## src/shared/rxtd_defines.svh

```systemverilog
`ifndef RXTD_DEFINES_SVH
`define RXTD_DEFINES_SVH

// Register offsets on the serial register port
`define RXTD_ADDR_DEVN        6'h15
`define RXTD_ADDR_TOCFG       6'h16

// Reset values
`define RXTD_DEVN_RST         8'h47
`define RXTD_TOCFG_RST        8'h07

// Field positions
`define RXTD_DEV_M_LSB        0
`define RXTD_DEV_E_LSB        4
`define RXTD_TO_SEL_LSB       0
`define RXTD_TO_QUAL_BIT      3
`define RXTD_TO_CS_BIT        4
`define RXTD_DEVN_MASK        8'h77
`define RXTD_TOCFG_MASK       8'h1F

// Deviation mantissa implicit leading one
`define RXTD_DEV_IMPLICIT     1'h1

// Timeout: us = event * C * 26 / X, C = 750 * k / 208 / 2^sel, k = 4 * res + 1
`define RXTD_COEF_NUM         750
`define RXTD_COEF_DEN         208
`define RXTD_TO_SCALE         26
`define RXTD_XTAL_MHZ         26
`define RXTD_CLK_MHZ          125
`define RXTD_NO_TIMEOUT       3'h7

// Amplitude keying carrier sense window in symbols
`define RXTD_ASK_CS_SYMBOLS   4'h8

// Wake duty cycle in ppm, resolution zero and resolution one settings zero to three
`define RXTD_DUTY_RES0_PPM    18'h1E848
`define RXTD_DUTY_RES1_PPM    18'h04C4B
`define RXTD_DUTY_RES1_S1_PPM 18'h02625
`define RXTD_DUTY_RES1_S2_PPM 18'h01313
`define RXTD_DUTY_RES1_S3_PPM 18'h00989

`endif

```

## src/shared/rxtd_pkg.sv

```systemverilog
package rxtd_pkg;

	typedef enum logic [1:0] {
		RXTD_MOD_FSK = 2'h0,
		RXTD_MOD_MSK = 2'h1,
		RXTD_MOD_ASK = 2'h2
	} rxtd_mod_t;

	typedef enum logic [2:0] {
		RXTD_ST_IDLE   = 3'h1,
		RXTD_ST_SEARCH = 3'h2,
		RXTD_ST_LOCKED = 3'h4
	} rxtd_state_t;

endpackage
```

## src/hw/rxtd_acc_timer.sv

```systemverilog
`timescale 1ns/1ps
`default_nettype none
module rxtd_acc_timer #(
	parameter int ACC_W  = 48,
	parameter int STEP_W = 24
) (
	// Clock and reset
	input  wire logic              i_clock,
	input  wire logic              i_rst_b,
	// Control
	input  wire logic              i_clear,
	input  wire logic              i_run,
	input  wire logic [ACC_W-1:0]  i_target,
	input  wire logic [STEP_W-1:0] i_step,
	// Status
	output logic                   o_expired
);

	logic [ACC_W-1:0] acc_q;
	logic [ACC_W-1:0] acc_d;
	logic             exp_q;
	logic             exp_d;

	// Fractional accumulation keeps the timeout exact without a divider
	always_comb begin
		acc_d = acc_q;
		exp_d = exp_q;
		if (i_clear) begin
			acc_d = '0;
			exp_d = 1'b0;
		end else if (i_run && !exp_q) begin
			acc_d = acc_q + ACC_W'(i_step);
			if (acc_d >= i_target)
				exp_d = 1'b1;
		end
	end

	always_ff @(posedge i_clock or negedge i_rst_b) begin
		if (!i_rst_b) begin
			acc_q <= '0;
			exp_q <= 1'b0;
		end else begin
			acc_q <= acc_d;
			exp_q <= exp_d;
		end
	end

	assign o_expired = exp_q;

endmodule
`default_nettype wire

```

## src/hw/rxtd_cfg.sv

```systemverilog
// Operation
// (RQ1) FSK deviation uses mantissa with implicit one
// (RQ2) Mantissa bits 2:0, reset value seven
// (RQ3) MSK: mantissa selects phase-change eighths
// (RQ4) Deviation ignored for ASK and MSK receive
// (RQ5) Host programs deviation near incoming signal
// (RQ6) Carrier-sense bit ends reception on no carrier
// (RQ7) ASK: timeout without carrier in eight symbols
// (RQ8) Expiry needs sync, or preamble quality if qualified
// (RQ9) Three-bit timeout scales with wake period, resets seven
// (RQ10) Timeout is event times coefficient times 26/X
// (RQ11) Coefficient per resolution, halving per setting
// (RQ12) Setting seven disables the sync search timeout
// (RQ13) Host uses resolution zero or one with wake
// (RQ14) Wake duty cycle table per setting and resolution
// (RQ15) Unmet qualifier on expiry abandons reception
`timescale 1ns/1ps
`default_nettype none
`include "rxtd_defines.svh"
module rxtd_cfg
	import rxtd_pkg::*;
(
	// Clock and reset
	input  wire logic        i_clock,
	input  wire logic        i_rst_b,
	// Register port
	input  wire logic [5:0]  i_reg_addr,
	input  wire logic        i_reg_wr,
	input  wire logic [7:0]  i_reg_wdata,
	output logic      [7:0]  o_reg_rdata,
	// Radio context
	input  wire rxtd_mod_t   i_mod_format,
	input  wire logic        i_tx_mode,
	input  wire logic [15:0] i_wake_event_period,
	input  wire logic [1:0]  i_wake_timer_resolution,
	// Receive events
	input  wire logic        i_rx_start,
	input  wire logic        i_rx_end,
	input  wire logic        i_sync_found,
	input  wire logic        i_preamble_quality_indicator,
	input  wire logic        i_carrier_sense,
	input  wire logic        i_symbol_tick,
	// Deviation results
	output logic [10:0]      o_dev_steps,
	output logic             o_dev_apply,
	output logic [3:0]       o_msk_eighths,
	output logic             o_msk_apply,
	// Receive control
	output logic             o_rx_searching,
	output logic             o_rx_locked,
	output logic             o_rx_abort,
	// Wake duty cycle
	output logic [17:0]      o_wor_duty_ppm,
	output logic             o_wor_duty_na
);

	logic [1:0]  rst_sync_q;
	logic        rst_b;

	always_ff @(posedge i_clock or negedge i_rst_b) begin
		if (!i_rst_b)
			rst_sync_q <= 2'h0;
		else
			rst_sync_q <= {rst_sync_q[0], 1'b1};
	end
	assign rst_b = rst_sync_q[1];

	// Registers
	logic [7:0] devn_q, devn_d;
	logic [7:0] tocfg_q, tocfg_d;
	logic [7:0] rdata_q, rdata_d;

	always_comb begin
		devn_d  = devn_q;
		tocfg_d = tocfg_q;
		if (i_reg_wr && i_reg_addr == `RXTD_ADDR_DEVN)
			devn_d = i_reg_wdata & `RXTD_DEVN_MASK;
		if (i_reg_wr && i_reg_addr == `RXTD_ADDR_TOCFG)
			tocfg_d = i_reg_wdata & `RXTD_TOCFG_MASK;
		case (i_reg_addr)
			`RXTD_ADDR_DEVN:  rdata_d = devn_q;
			`RXTD_ADDR_TOCFG: rdata_d = tocfg_q;
			default:          rdata_d = 8'h00;
		endcase
	end

	always_ff @(posedge i_clock or negedge rst_b) begin
		if (!rst_b) begin
			devn_q  <= `RXTD_DEVN_RST; // RQ2
			tocfg_q <= `RXTD_TOCFG_RST; // RQ9
			rdata_q <= 8'h00;
		end else begin
			devn_q  <= devn_d;
			tocfg_q <= tocfg_d;
			rdata_q <= rdata_d;
		end
	end
	assign o_reg_rdata = rdata_q;

	logic [2:0] dev_m;
	logic [2:0] dev_e;
	logic [2:0] to_sel;
	logic       to_qual;
	logic       cs_term;

	assign dev_m   = devn_q[`RXTD_DEV_M_LSB +: 3];
	assign dev_e   = devn_q[`RXTD_DEV_E_LSB +: 3];
	assign to_sel  = tocfg_q[`RXTD_TO_SEL_LSB +: 3];
	assign to_qual = tocfg_q[`RXTD_TO_QUAL_BIT];
	assign cs_term = tocfg_q[`RXTD_TO_CS_BIT];

	// Deviation in units of crystal / 2^17
	logic [10:0] dev_steps_q, dev_steps_d;
	logic        dev_apply_q, dev_apply_d;
	logic [3:0]  msk_q, msk_d;
	logic        msk_apply_q, msk_apply_d;

	always_comb begin
		dev_steps_d = 11'({`RXTD_DEV_IMPLICIT, dev_m}) << dev_e; // RQ1
		msk_d       = 4'(dev_m) + 4'h1; // RQ3
		dev_apply_d = i_mod_format == RXTD_MOD_FSK; // RQ4
		msk_apply_d = i_tx_mode && i_mod_format == RXTD_MOD_MSK; // RQ3 RQ4
	end

	always_ff @(posedge i_clock or negedge rst_b) begin
		if (!rst_b) begin
			dev_steps_q <= 11'h000;
			dev_apply_q <= 1'b0;
			msk_q       <= 4'h0;
			msk_apply_q <= 1'b0;
		end else begin
			dev_steps_q <= dev_steps_d;
			dev_apply_q <= dev_apply_d;
			msk_q       <= msk_d;
			msk_apply_q <= msk_apply_d;
		end
	end
	assign o_dev_steps   = dev_steps_q;
	assign o_dev_apply   = dev_apply_q;
	assign o_msk_eighths = msk_q;
	assign o_msk_apply   = msk_apply_q;

	// Timeout target and per-clock step of the accumulator
	logic [47:0] to_target;
	logic [23:0] to_step;
	logic [3:0]  coef_k;
	logic        tmr_exp;

	assign coef_k    = {i_wake_timer_resolution, 2'h1}; // RQ11
	assign to_target = 48'(i_wake_event_period) * 48'(coef_k) * 48'(`RXTD_COEF_NUM) // RQ10
		* 48'(`RXTD_TO_SCALE) * 48'(`RXTD_CLK_MHZ);
	assign to_step   = 24'(`RXTD_COEF_DEN * `RXTD_XTAL_MHZ) << to_sel; // RQ11

	rxtd_state_t state_q, state_d;

	rxtd_acc_timer #(
		.ACC_W  (48),
		.STEP_W (24)
	) u_timer (
		.i_clock   (i_clock),
		.i_rst_b   (rst_b),
		.i_clear   (i_rx_start || state_q != RXTD_ST_SEARCH),
		.i_run     (state_q == RXTD_ST_SEARCH && to_sel != `RXTD_NO_TIMEOUT), // RQ9 RQ12
		.i_target  (to_target),
		.i_step    (to_step),
		.o_expired (tmr_exp)
	);

	// Receive qualification
	logic [3:0] sym_q, sym_d;
	logic       cs_seen_q, cs_seen_d;
	logic       abort_q, abort_d;
	logic       ask_fail;
	logic       qual_ok;

	assign ask_fail = cs_term && i_mod_format == RXTD_MOD_ASK && !cs_seen_q
		&& sym_q == `RXTD_ASK_CS_SYMBOLS; // RQ7
	assign qual_ok  = (i_sync_found || (to_qual && i_preamble_quality_indicator)) // RQ8
		&& (!cs_term || i_carrier_sense); // RQ6

	always_comb begin
		state_d   = state_q;
		sym_d     = sym_q;
		cs_seen_d = cs_seen_q;
		abort_d   = 1'b0;
		case (state_q)
			RXTD_ST_IDLE: begin
				sym_d     = 4'h0;
				cs_seen_d = 1'b0;
			end
			RXTD_ST_SEARCH: begin
				if (i_carrier_sense)
					cs_seen_d = 1'b1;
				if (i_symbol_tick && sym_q != `RXTD_ASK_CS_SYMBOLS)
					sym_d = sym_q + 4'h1;
				if (i_sync_found) begin
					state_d = RXTD_ST_LOCKED;
				end else if (ask_fail) begin
					state_d = RXTD_ST_IDLE; // RQ7
					abort_d = 1'b1;
				end else if (tmr_exp) begin
					if (qual_ok) begin
						state_d = RXTD_ST_LOCKED; // RQ8
					end else begin
						state_d = RXTD_ST_IDLE; // RQ15
						abort_d = 1'b1;
					end
				end
			end
			RXTD_ST_LOCKED: begin
				if (i_rx_end)
					state_d = RXTD_ST_IDLE;
			end
			default: begin
				state_d = RXTD_ST_IDLE;
			end
		endcase
		if (i_rx_start) begin
			state_d   = RXTD_ST_SEARCH;
			sym_d     = 4'h0;
			cs_seen_d = 1'b0;
			abort_d   = 1'b0;
		end
	end

	always_ff @(posedge i_clock or negedge rst_b) begin
		if (!rst_b) begin
			state_q   <= RXTD_ST_IDLE;
			sym_q     <= 4'h0;
			cs_seen_q <= 1'b0;
			abort_q   <= 1'b0;
		end else begin
			state_q   <= state_d;
			sym_q     <= sym_d;
			cs_seen_q <= cs_seen_d;
			abort_q   <= abort_d;
		end
	end
	assign o_rx_searching = state_q == RXTD_ST_SEARCH;
	assign o_rx_locked    = state_q == RXTD_ST_LOCKED;
	assign o_rx_abort     = abort_q;

	// Wake duty cycle estimate
	logic [17:0] duty_q, duty_d;
	logic        na_q, na_d;

	always_comb begin
		duty_d = 18'h00000;
		na_d   = 1'b0;
		case (i_wake_timer_resolution)
			2'h0: begin
				duty_d = `RXTD_DUTY_RES0_PPM >> to_sel; // RQ14
				na_d   = to_sel == `RXTD_NO_TIMEOUT;
			end
			2'h1: begin
				case (to_sel)
					3'h0:    duty_d = `RXTD_DUTY_RES1_PPM;
					3'h1:    duty_d = `RXTD_DUTY_RES1_S1_PPM;
					3'h2:    duty_d = `RXTD_DUTY_RES1_S2_PPM;
					3'h3:    duty_d = `RXTD_DUTY_RES1_S3_PPM;
					default: na_d   = 1'b1; // RQ14
				endcase
			end
			default: begin
				na_d = 1'b1;
			end
		endcase
	end

	always_ff @(posedge i_clock or negedge rst_b) begin
		if (!rst_b) begin
			duty_q <= 18'h00000;
			na_q   <= 1'b1;
		end else begin
			duty_q <= duty_d;
			na_q   <= na_d;
		end
	end
	assign o_wor_duty_ppm = duty_q;
	assign o_wor_duty_na  = na_q;
endmodule
`default_nettype wire

```

## config.mk

```make
export PLATFORM = sky130hd
export DESIGN_NAME = rxtd_cfg
export DESIGN_NICKNAME = d
export VERILOG_FILES = /design/src/shared/rxtd_pkg.sv /design/src/hw/rxtd_acc_timer.sv /design/src/hw/rxtd_cfg.sv
export VERILOG_INCLUDE_DIRS = /design/src /design/src/shared
export SDC_FILE = /design/constraint.sdc
export NUM_CORES = 1
export LEC_CHECK = 0
export BUFFER_PORTS_ARGS = -buffer_cell sky130_fd_sc_hd__buf_2
export CAP_MARGIN = 25
export CELL_PAD_IN_SITES_DETAIL_PLACEMENT = 1
export CELL_PAD_IN_SITES_GLOBAL_PLACEMENT = 2
export CORE_MARGIN = 5
export CORE_UTILIZATION = 41
export CTS_BUF_LIST = sky130_fd_sc_hd__clkbuf_2 sky130_fd_sc_hd__clkbuf_4 sky130_fd_sc_hd__clkbuf_8
export DETAILED_ROUTE_END_ITERATION = 8
export PLACE_DENSITY = 0.89
export SKIP_LAST_GASP = 1
export SLEW_MARGIN = 0
export SYNTH_ARGS = -nofsm -noshare
export SYNTH_HDL_FRONTEND = slang
export SYNTH_SLANG_ARGS = --single-unit
```

## constraint.sdc

```tcl
create_clock -name i_clock -period 4.58 [get_ports i_clock]
set_clock_uncertainty 0.05 [all_clocks]
set_input_delay 0.916 -clock i_clock [delete_from_list [all_inputs] [get_ports i_clock]]
set_output_delay 0.916 -clock i_clock [all_outputs]
set_load 0.02 [all_outputs]
```

Yosys cells after proc, flatten, opt, wreduce, memory -nomap -nowiden --
Index checks and enable logic that the tools add are counted. Widths: inputs -> output; s select.
Operators by class: add/subtract/negate cells 3, multiply operators 4, magnitude comparators 1, equality and inequality tests 21, shift operators 3, muxes and demuxes 29, reductions and logical operators 28
Operators by type and width (count):
- $mux 48 | 2
- $pmux 15 s4 | 1
- $add 48x24->48 | 1
- $ge 48x42->1 | 1
- $mul 33x7->40 const B | 1
- $pmux 18 s2 | 1
- $mul 29x4->33 const B | 1
- $mul 20x9->29 const B | 1
- $shl 13x3->24 const A | 1
- $mul 16x4->20 | 1
- $mux 3 | 6
- $shr 17x3->18 const A | 1
- $pmux 7 s2 | 1
- $eq 6x5->1 const B | 2
- $mux 1 | 12
- $logic_and 1x1->1 | 11
- $shl 4x3->11 | 1
- $eq 3x2->1 const B | 3
- $ne 3x3->1 const B | 3
- $pmux 3 s3 | 1
- $mux 4 | 2
- $pmux 4 s2 | 1
- $eq 3x1->1 const B | 2
- $eq 3x3->1 const B | 2
- 19 further kinds | 30
Word-level totals: register bits 115, input bits 44, output and inout port bits 47, logic and storage cells 105

Logic depth before layout (Yosys ltp) --
Gate-level depths: netlist of run 1.
depth in word-level cells 9, mapped depth 73, mapped depth without buffers 72

Hierarchy --
From an unflattened synthesis of run 1, not the netlist that was laid out.
Unflattened totals: cells, all modules 2523, area, all modules 22034.9 µm²
Modules (own cells, without submodules):
- rxtd_cfg | instances 1, cells each 1867, area an instance 16776.1 µm², seq. area each 1612.8 µm²
- rxtd_acc_timer | instances 1, cells each 656, area an instance 5258.8 µm², seq. area each 1226.2 µm²

Least setup slack after synthesis of run 1 --
Ideal clock, no wire load.
path type input port to flip-flop, start point input port i_wake_timer_resolution[0], end point register u_timer.exp_q (netlist: u_timer.o_expired), setup time 100 ps, arrival 15359 ps, path slack -10929 ps, stages on the path 67, buffers on the path 4, path through clkbuf_1 -> clkbuf_1 -> and2_1 -> ha_1 -> fa_1 -> inv_1 -> fa_1 -> nor2b_1 -> o21ai_0 -> a21oi_1 -> o211ai_1 -> nand2b_1 -> a21o_1 -> a21oi_1 -> xnor2_1 -> xor2_1 -> ha_1 -> inv_1 -> [31 not listed] -> fa_1 -> inv_1 -> fa_1 -> inv_1 -> ha_1 -> nand3_1 -> nor3_1 -> a2111oi_4 -> o21ai_1 -> a221o_1 -> or4b_1 -> and3_1 -> ha_1 -> nand4_1 -> nor4_1 -> o21ai_0 -> o2111a_1 -> a311oi_1
Between the ends: cells in the longest elaborated chain, start to end 7
RTL lines:
- from (decl) | line rxtd_cfg.sv:35 | input wire logic [1:0] i_wake_timer_resolution,
- $mul 16x4->20 | line rxtd_cfg.sv:150 | assign to_target = 48'(i_wake_event_period) * 48'(coef_k) * 48'(`RXTD_COEF_NUM)
- $mul 20x9->29 | line rxtd_cfg.sv:150
- $mul 29x4->33 | line rxtd_cfg.sv:150
- $mul 33x7->40 | line rxtd_cfg.sv:150
- $ge 48x42->1 | line rxtd_acc_timer.sv:33 | if (acc_d >= i_target)
- $reduce_bool 2->1 (no source line)
- $reduce_and 2->1 (no source line)
- to (signal assigned) | line rxtd_acc_timer.sv:44 | exp_q <= exp_d;
- to (decl) | line rxtd_acc_timer.sv:21 | logic exp_q;
Every way passes these cells. A chain may end at the register's enable or synchronous reset.

Worst setup path in the final report of run 1 --
start point input port i_wake_timer_resolution[1], end point register u_timer.exp_q (netlist: u_timer.o_expired)
The elaborated chain is that of the path after synthesis.

==> load_flow_metrics.sql, run 1 <==
INSERT INTO impl_metrics (metric_group, metric, value, unit) VALUES
('layout', 'regArea', '0.00272', 'sq mm'),
('place', 'globalplace.congestion', '0.829', ''),
('floorplan', 'floorplan.die.width', '236', 'microns'),
('timing', 'max_slew_margin', '0.343', ''),
('drt', 'finalWirelength', '82400', 'microns'),
('place', 'estimated_wirelength_of_the_detail_placed_design', '52100', 'microns'),
('synthesis', 'synth_top_flop_cell', 'sky130_fd_sc_hd__dfrtp_1', ''),
('clock_network', 'cts_num_sinks', '108', ''),
('clock_network', 'ctsRootBufferMaster', 'sky130_fd_sc_hd__clkbuf_8', ''),
('global_route', 'grt_max_degree', '68', ''),
('critical_path', 'r2r_cells', '23', ''),
('clock_network', 'tritoncts', 'built', ''),
('clock_network', 'max-clock-path-buffers', '2', ''),
('synthesis', 'synth-async-reset-ratio', '1.00', ''),
('flow_run', 'cap_viol_max_count', '0', ''),
('synthesis', 'yosys-top-cells-area', 'sky130_fd_sc_hd__fa_1, sky130_fd_sc_hd__ha_1, sky130_fd_sc_hd__dfrtp_1, sky130_fd_sc_hd__inv_1, sky130_fd_sc_hd__xnor2_1', ''),
('synthesis', 'syn_area_per_cell', '8.64', 'sq um'),
('clock_network', 'cts_htree_levels', '3', ''),
('timing', 'worst_slack', '-10930', 'ps'),
('critical_path', 'arrival', '15770', 'ps'),
('timing', 'setup_viol_count_final', '1', ''),
('layout', 'final.fill_count', '5906', ''),
('layout', 'non_filler_cells_final', '3726', ''),
('layout', 'nNetsFinal', '3645', ''),
('drt', 'postRouteAntennaNets', '0', ''),
('critical_path', 'timing.critical_path.from', 'i_wake_timer_resolution[1]', ''),
('layout', 'final_layout_size_suffix_gt1_frac', '0.307', ''),
('layout', 'mostFrequentLayoutCell', 'sky130_fd_sc_hd__buf_4', ''),
('timing', 'max_slew.worst_pin.slew', '983', 'ps'),
('status', 'failing_checks', 'setup timing', ''),
('layout', 'area_delta_synth_final', '34.6', '%'),
('critical_path', 'worst_setup_path_end_kind', 'register', ''),
('floorplan', 'floorplan.io_pins', '91', ''),
('drt', 'num_vias', '20370', ''),
('synthesis', 'synthesis.area', '0.0209', 'sq mm'),
('timing', 'layout_min_cycle_time', '15510', 'ps'),
('status', 'run_status', 'complete, but fails checks', ''),
('floorplan', 'placement_rows', '82', ''),
('timing', 'achievable-frequency', '64.5', 'MHz'),
('critical_path', 'r2r_setup_slack', '-720', 'ps'),
('timing', 'fin_crit_sh', '3.39', ''),
('global_route', 'grt.total_usage', '0.254', ''),
('floorplan', 'dieArea', '0.0556', 'sq mm'),
('critical_path', 'critical-path-slowest-cell', 'sky130_fd_sc_hd__fa_2', ''),
('global_route', 'global_route_wire_length_before_repair', '117000', 'microns'),
('clock_network', 'clkSlewWorstSetupHoldPaths', '120', 'ps'),
('critical_path', 'timing.rr.start', 'tocfg_q[0]', ''),
('synthesis', 'number_of_enable_type_register_cells_in_the_synthesized_netlist', '0', ''),
('timing', 'setup_repair_after_global_routing_missed_its_margin', 'yes', ''),
('synthesis', 'seq_area_frac_synth', '0.130', ''),
('floorplan', 'die_h', '236', 'microns'),
('min_path', 'worst_hold_check_path_type', 'primary input to asynchronous set/reset pin', ''),
('drt', 'detail_route.drc_violations', '0', ''),
('drt', 'drt-wirelength-per-cell', '22.1', 'microns'),
('layout', 'multi_input_area', '0.0175', 'sq mm'),
('synthesis', 'number_of_synthesized_register_bits', '108', ''),
('critical_path', 'capturing_point_of_the_worst_reg2reg_path', 'u_timer.o_expired', ''),
('place', 'portBuffers', '87', ''),
('place', 'placedCellCount', '3650', ''),
('global_route', 'grt_remaining_overflow', '0', ''),
('critical_path', 'cp_common_cell', 'sky130_fd_sc_hd__inv_1', ''),
('floorplan', 'floorplan.initialDensity', '0.416', ''),
('timing', 'timing.hold.ws', '211', 'ps'),
('synthesis', 'netlist_instances', '2419', ''),
('synthesis', 'yosysWarnings', '0', ''),
('critical_path', 'cp_class', 'primary input to register', ''),
('critical_path', 'crit_end', 'u_timer.o_expired', ''),
('critical_path', 'critical_path.max_stage_delay', '600', 'ps'),
('critical_path', 'startpoint_type_of_the_worst_setup_path', 'primary input', ''),
('critical_path', 'critical_path.max_fanout', '5', ''),
('global_route', 'grt_antenna_before_repair', '1', '');
## metal layers
layer	GRT usage	vias up	routed length [microns]
li1	-	9070	-
met1	0.264	10093	28900
met2	0.502	772	44100
met3	0.0231	435	2640
met4	0.134	0	6790
met5	0	-	0
## synthesized netlist by cell type, types with 19 or more instances
cell type                  instances
sky130_fd_sc_hd__nor3_1           26
sky130_fd_sc_hd__o21bai_1         22
sky130_fd_sc_hd__and3_1           19
sky130_fd_sc_hd__nand2b_1         30
sky130_fd_sc_hd__nand3_1          54
sky130_fd_sc_hd__nand2_1         147
sky130_fd_sc_hd__a21o_1           48
sky130_fd_sc_hd__nor2_1          138
sky130_fd_sc_hd__fa_1            231
sky130_fd_sc_hd__o21ai_0          62
sky130_fd_sc_hd__dfrtp_1          99
sky130_fd_sc_hd__o21a_1           23
sky130_fd_sc_hd__xnor2_1         115
sky130_fd_sc_hd__inv_1           541
sky130_fd_sc_hd__a21oi_1         141
sky130_fd_sc_hd__ha_1            322
sky130_fd_sc_hd__xor2_1           84
sky130_fd_sc_hd__clkbuf_1         34
sky130_fd_sc_hd__and2_1           33
## state kept, by name (all words and copies together), names as in the netlist
signal             cells
cs_seen_q              1
devn_q                 6
o_dev_apply            1
o_dev_steps           11
o_msk_apply            1
o_msk_eighths          4
o_reg_rdata            7
o_rx_abort             1
o_wor_duty_na          1
o_wor_duty_ppm        17
rst_sync_q             2
state_q                3
sym_q                  4
tocfg_q                5
u_timer.acc_q         43
u_timer.o_expired      1
## cell type report
class                      count  share of cell area
multi-input combinational   1730               0.622
timing repair buffer         655               0.171
sequential                   108              0.0966
inverter                     544              0.0728
tap                          672              0.0299
clock buffer                   9             0.00440
clock inverter                 7             0.00316
antenna                        1           0.0000890
## critical path: cells and delay by family
family	cells	cell delay (ps)
xor+xnor	5	780
simple gates	11	2110
fa+ha+maj	17	7050
compound gates	16	3140
buf+inv	17	1760
## worst min-delay path by stage
stage	depth (start not counted)	start	slack, ps	to
CTS	1	i_rst_b	190	rst_sync_q[1]
detailed placement	0	rst_sync_q[0]	300	rst_sync_q[1]
global placement	0	rst_sync_q[0]	290	rst_sync_q[1]
floorplan	0	rst_sync_q[0]	280	rst_sync_q[1]
global route	1	i_rst_b	190	rst_sync_q[1]
finish	1	i_rst_b	210	rst_sync_q[1]
## metrics by stage
step                TNS, ps  area, sq um  utilization
global placement     -10280        26400        0.525
floorplan            -10030        21500            -
CTS                   -9760        27600        0.549
detailed placement   -10880        26400        0.525
finish               -10930        28100        0.560
global route         -11290        28100        0.560
## what timing repair did
action,in CTS,in global routing
endpoints found under the setup margin,1,1
gates cloned,1,0
resized for setup,142,68
pin swaps,155,70
setup buffers,41,17
## logic make-up (layout without fill, tap and decap cells)
logic type                 count (synthesis)  in the layout  share of synthesized area
and+or+nand+nor                          534            534                      0.123
adders and majority gates                556            556                      0.416
muxes                                     15             15                    0.00784
other                                      2              4                   0.000359
buffers and inverters                    582           1215                      0.105
xor gates and xnor gates                 202            202                     0.0857
AOI/OAI and AO/OA                        420            420                      0.133
DFF                                      108            108                      0.130
Power of run 1 is left out: the tool's default activity adds up to more than one toggle a clock period on the data nets, which glitch-free logic cannot reach.
==> run 2: changes to the inputs <==
- PLACE_DENSITY: 0.89 -> 0.93
==> load_flow_metrics.sql, run 2 (synthesis gave the netlist of run 1 again) <==
INSERT INTO impl_metrics (metric_group, metric, value, unit) VALUES
('status', 'run_status', 'complete, but fails checks', ''),
('status', 'failing_checks', 'setup timing', ''),
('critical_path', 'worst_setup_path_end_kind', 'register', ''),
('layout', 'non_filler_cells_final', '3748', ''),
('drt', 'num_vias', '21960', ''),
('critical_path', 'timing.critical_path.from', 'i_wake_timer_resolution[0]', ''),
('layout', 'final_cell_mix', 'sky130_fd_sc_hd__buf_4, sky130_fd_sc_hd__inv_1, sky130_fd_sc_hd__ha_1', ''),
('layout', 'final_layout_size_suffix_gt1_frac', '0.323', ''),
('critical_path', 'critical-path-slowest-cell', 'sky130_fd_sc_hd__fa_1', ''),
('clock_network', 'cts_htree_levels', '3', ''),
('clock_network', 'ctsHoldBuffers', '0', ''),
('timing', 'achievable-frequency', '61.6', 'MHz'),
('global_route', 'grt_antenna_before_repair', '2', ''),
('clock_network', 'numCtsBuffers', '9', ''),
('clock_network', 'cts_num_sinks', '108', ''),
('min_path', 'worst_hold_check_path_type', 'primary input to asynchronous set/reset pin', ''),
('place', 'portBuffers', '87', ''),
('timing', 'fin_crit_sh', '3.54', ''),
('timing', 'timing.hold.ws', '225', 'ps'),
('place', 'estimated_wirelength_of_the_detail_placed_design', '54300', 'microns'),
('drt', 'drt-pass1-iter-count', '7', ''),
('critical_path', 'critical_path.max_stage_delay', '690', 'ps'),
('layout', 'largest_register_ffs', '43', ''),
('clock_network', 'tritoncts', 'built', ''),
('timing', 'setup_viol_count_final', '1', ''),
('timing', 'timing_max_transition_violations_final', '0', ''),
('drt', 'detail_route.drc_violations', '0', ''),
('critical_path', 'r2r_setup_slack', '-810', 'ps'),
('timing', 'setup_repair_after_global_routing_missed_its_margin', 'yes', ''),
('critical_path', 'timing.rr.start', 'tocfg_q[0]', ''),
('timing', 'max_slew.worst_pin.slew', '963', 'ps'),
('global_route', 'grt_remaining_overflow', '0', ''),
('floorplan', 'dieArea', '0.0556', 'sq mm'),
('layout', 'mostFrequentLayoutCell', 'sky130_fd_sc_hd__buf_4', ''),
('clock_network', 'ctsRootBufferMaster', 'sky130_fd_sc_hd__clkbuf_8', ''),
('global_route', 'grt_pass1_vias', '24247', ''),
('floorplan', 'die_h', '236', 'microns'),
('clock_network', 'clkLatencyLatePin', '400', 'ps'),
('drt', 'postRouteAntennaNets', '0', ''),
('critical_path', 'r2r_cells', '24', ''),
('clock_network', 'clkSlewWorstSetupHoldPaths', '120', 'ps'),
('critical_path', 'arrival', '16480', 'ps'),
('floorplan', 'floorplan.io_pins', '91', ''),
('critical_path', 'critical_path.max_fanout', '6', ''),
('global_route', 'grt.total_usage', '0.279', ''),
('critical_path', 'cp_class', 'primary input to register', ''),
('timing', 'max_slew_margin', '0.355', ''),
('clock_network', 'max-clock-path-buffers', '2', ''),
('drt', 'finalWirelength', '97200', 'microns'),
('floorplan', 'core', '0.0503', 'sq mm'),
('critical_path', 'startpoint_type_of_the_worst_setup_path', 'primary input', ''),
('floorplan', 'floorplan.initialDensity', '0.416', ''),
('drt', 'dr.first_iter.drc_count', '1576', ''),
('flow_run', 'cap_viol_max_count', '0', ''),
('critical_path', 'critPathRequiredTime', '4830', 'ps'),
('drt', 'post_drt_via_cell_ratio', '5.86', ''),
('timing', 'layout_min_cycle_time', '16230', 'ps'),
('global_route', 'global_route_wire_length_before_repair', '127000', 'microns'),
('timing', 'worst_slack', '-11650', 'ps'),
('drt', 'drt-wirelength-per-cell', '25.9', 'microns'),
('global_route', 'grt_max_degree', '55', ''),
('layout', 'nNetsFinal', '3667', ''),
('layout', 'max_flop_register', 'u_timer.acc_q', ''),
('floorplan', 'floorplan.die.width', '236', 'microns'),
('critical_path', 'cp_common_cell', 'sky130_fd_sc_hd__fa_1', ''),
('floorplan', 'placement_rows', '82', ''),
('place', 'globalplace.congestion', '0.835', ''),
('place', 'placedCellCount', '3658', ''),
('layout', 'area_delta_synth_final', '36.4', '%'),
('timing', 'finalHoldViolations', '0', ''),
('critical_path', 'capturing_point_of_the_worst_reg2reg_path', 'u_timer.o_expired', '');
-- run 2: metal layers --
layer  vias up  global-route usage  wire length [microns]
li1       9120                   -                      -
met1     10840               0.275                  32200
met2      1239               0.546                  48500
met3       761              0.0359                   5320
met4         0               0.175                  11100
met5         -                   0                      0
-- run 2: timing repair --
item	in CTS	in global routing
buffers inserted	50	23
resized for setup	174	84
pin swaps	164	63
setup endpoints to repair	1	1
-- run 2: how the worst max path moves through the flow --
stage                   endpoint  slack [ps]
4_1_cts        u_timer.o_expired       -9690
3_5_place_dp   u_timer.o_expired      -11050
5_1_grt        u_timer.o_expired      -11760
3_3_place_gp   u_timer.o_expired      -10310
6_report       u_timer.o_expired      -11650
2_1_floorplan  u_timer.o_expired      -10030
-- run 2: area by class of cell --
class	count	area (sq um)
sequential	108	2720
tap	672	841
timing repair buffer	677	4990
clock buffer	10	138
clock inverter	6	63.8
inverter	544	2050
fill	5831	21800
multi-input combinational	1730	17700
antenna	1	2.50
-- run 2: per-stage QoR --
step,TNS [ps],area [sq um],setup slack (ps),utilization
after floorplan,-10030,21500,-10030,-
after global placement,-10310,26400,-10310,0.526
after detailed placement,-11050,26400,-11050,0.526
after CTS,-9690,27900,-9690,0.555
after global routing,-11760,28500,-11760,0.567
final,-11650,28500,-11650,0.567
-- run 2: critical path: cells and delay by family --
family | cells | cell delay (ps)
adders and majority gates | 17 | 7170
AOI/OAI and AO/OA | 19 | 3790
buffers and inverters | 20 | 2410
and+or+nand+nor | 11 | 1870
xor gates and xnor gates | 2 | 260
Power of run 2 is left out for the same reason.
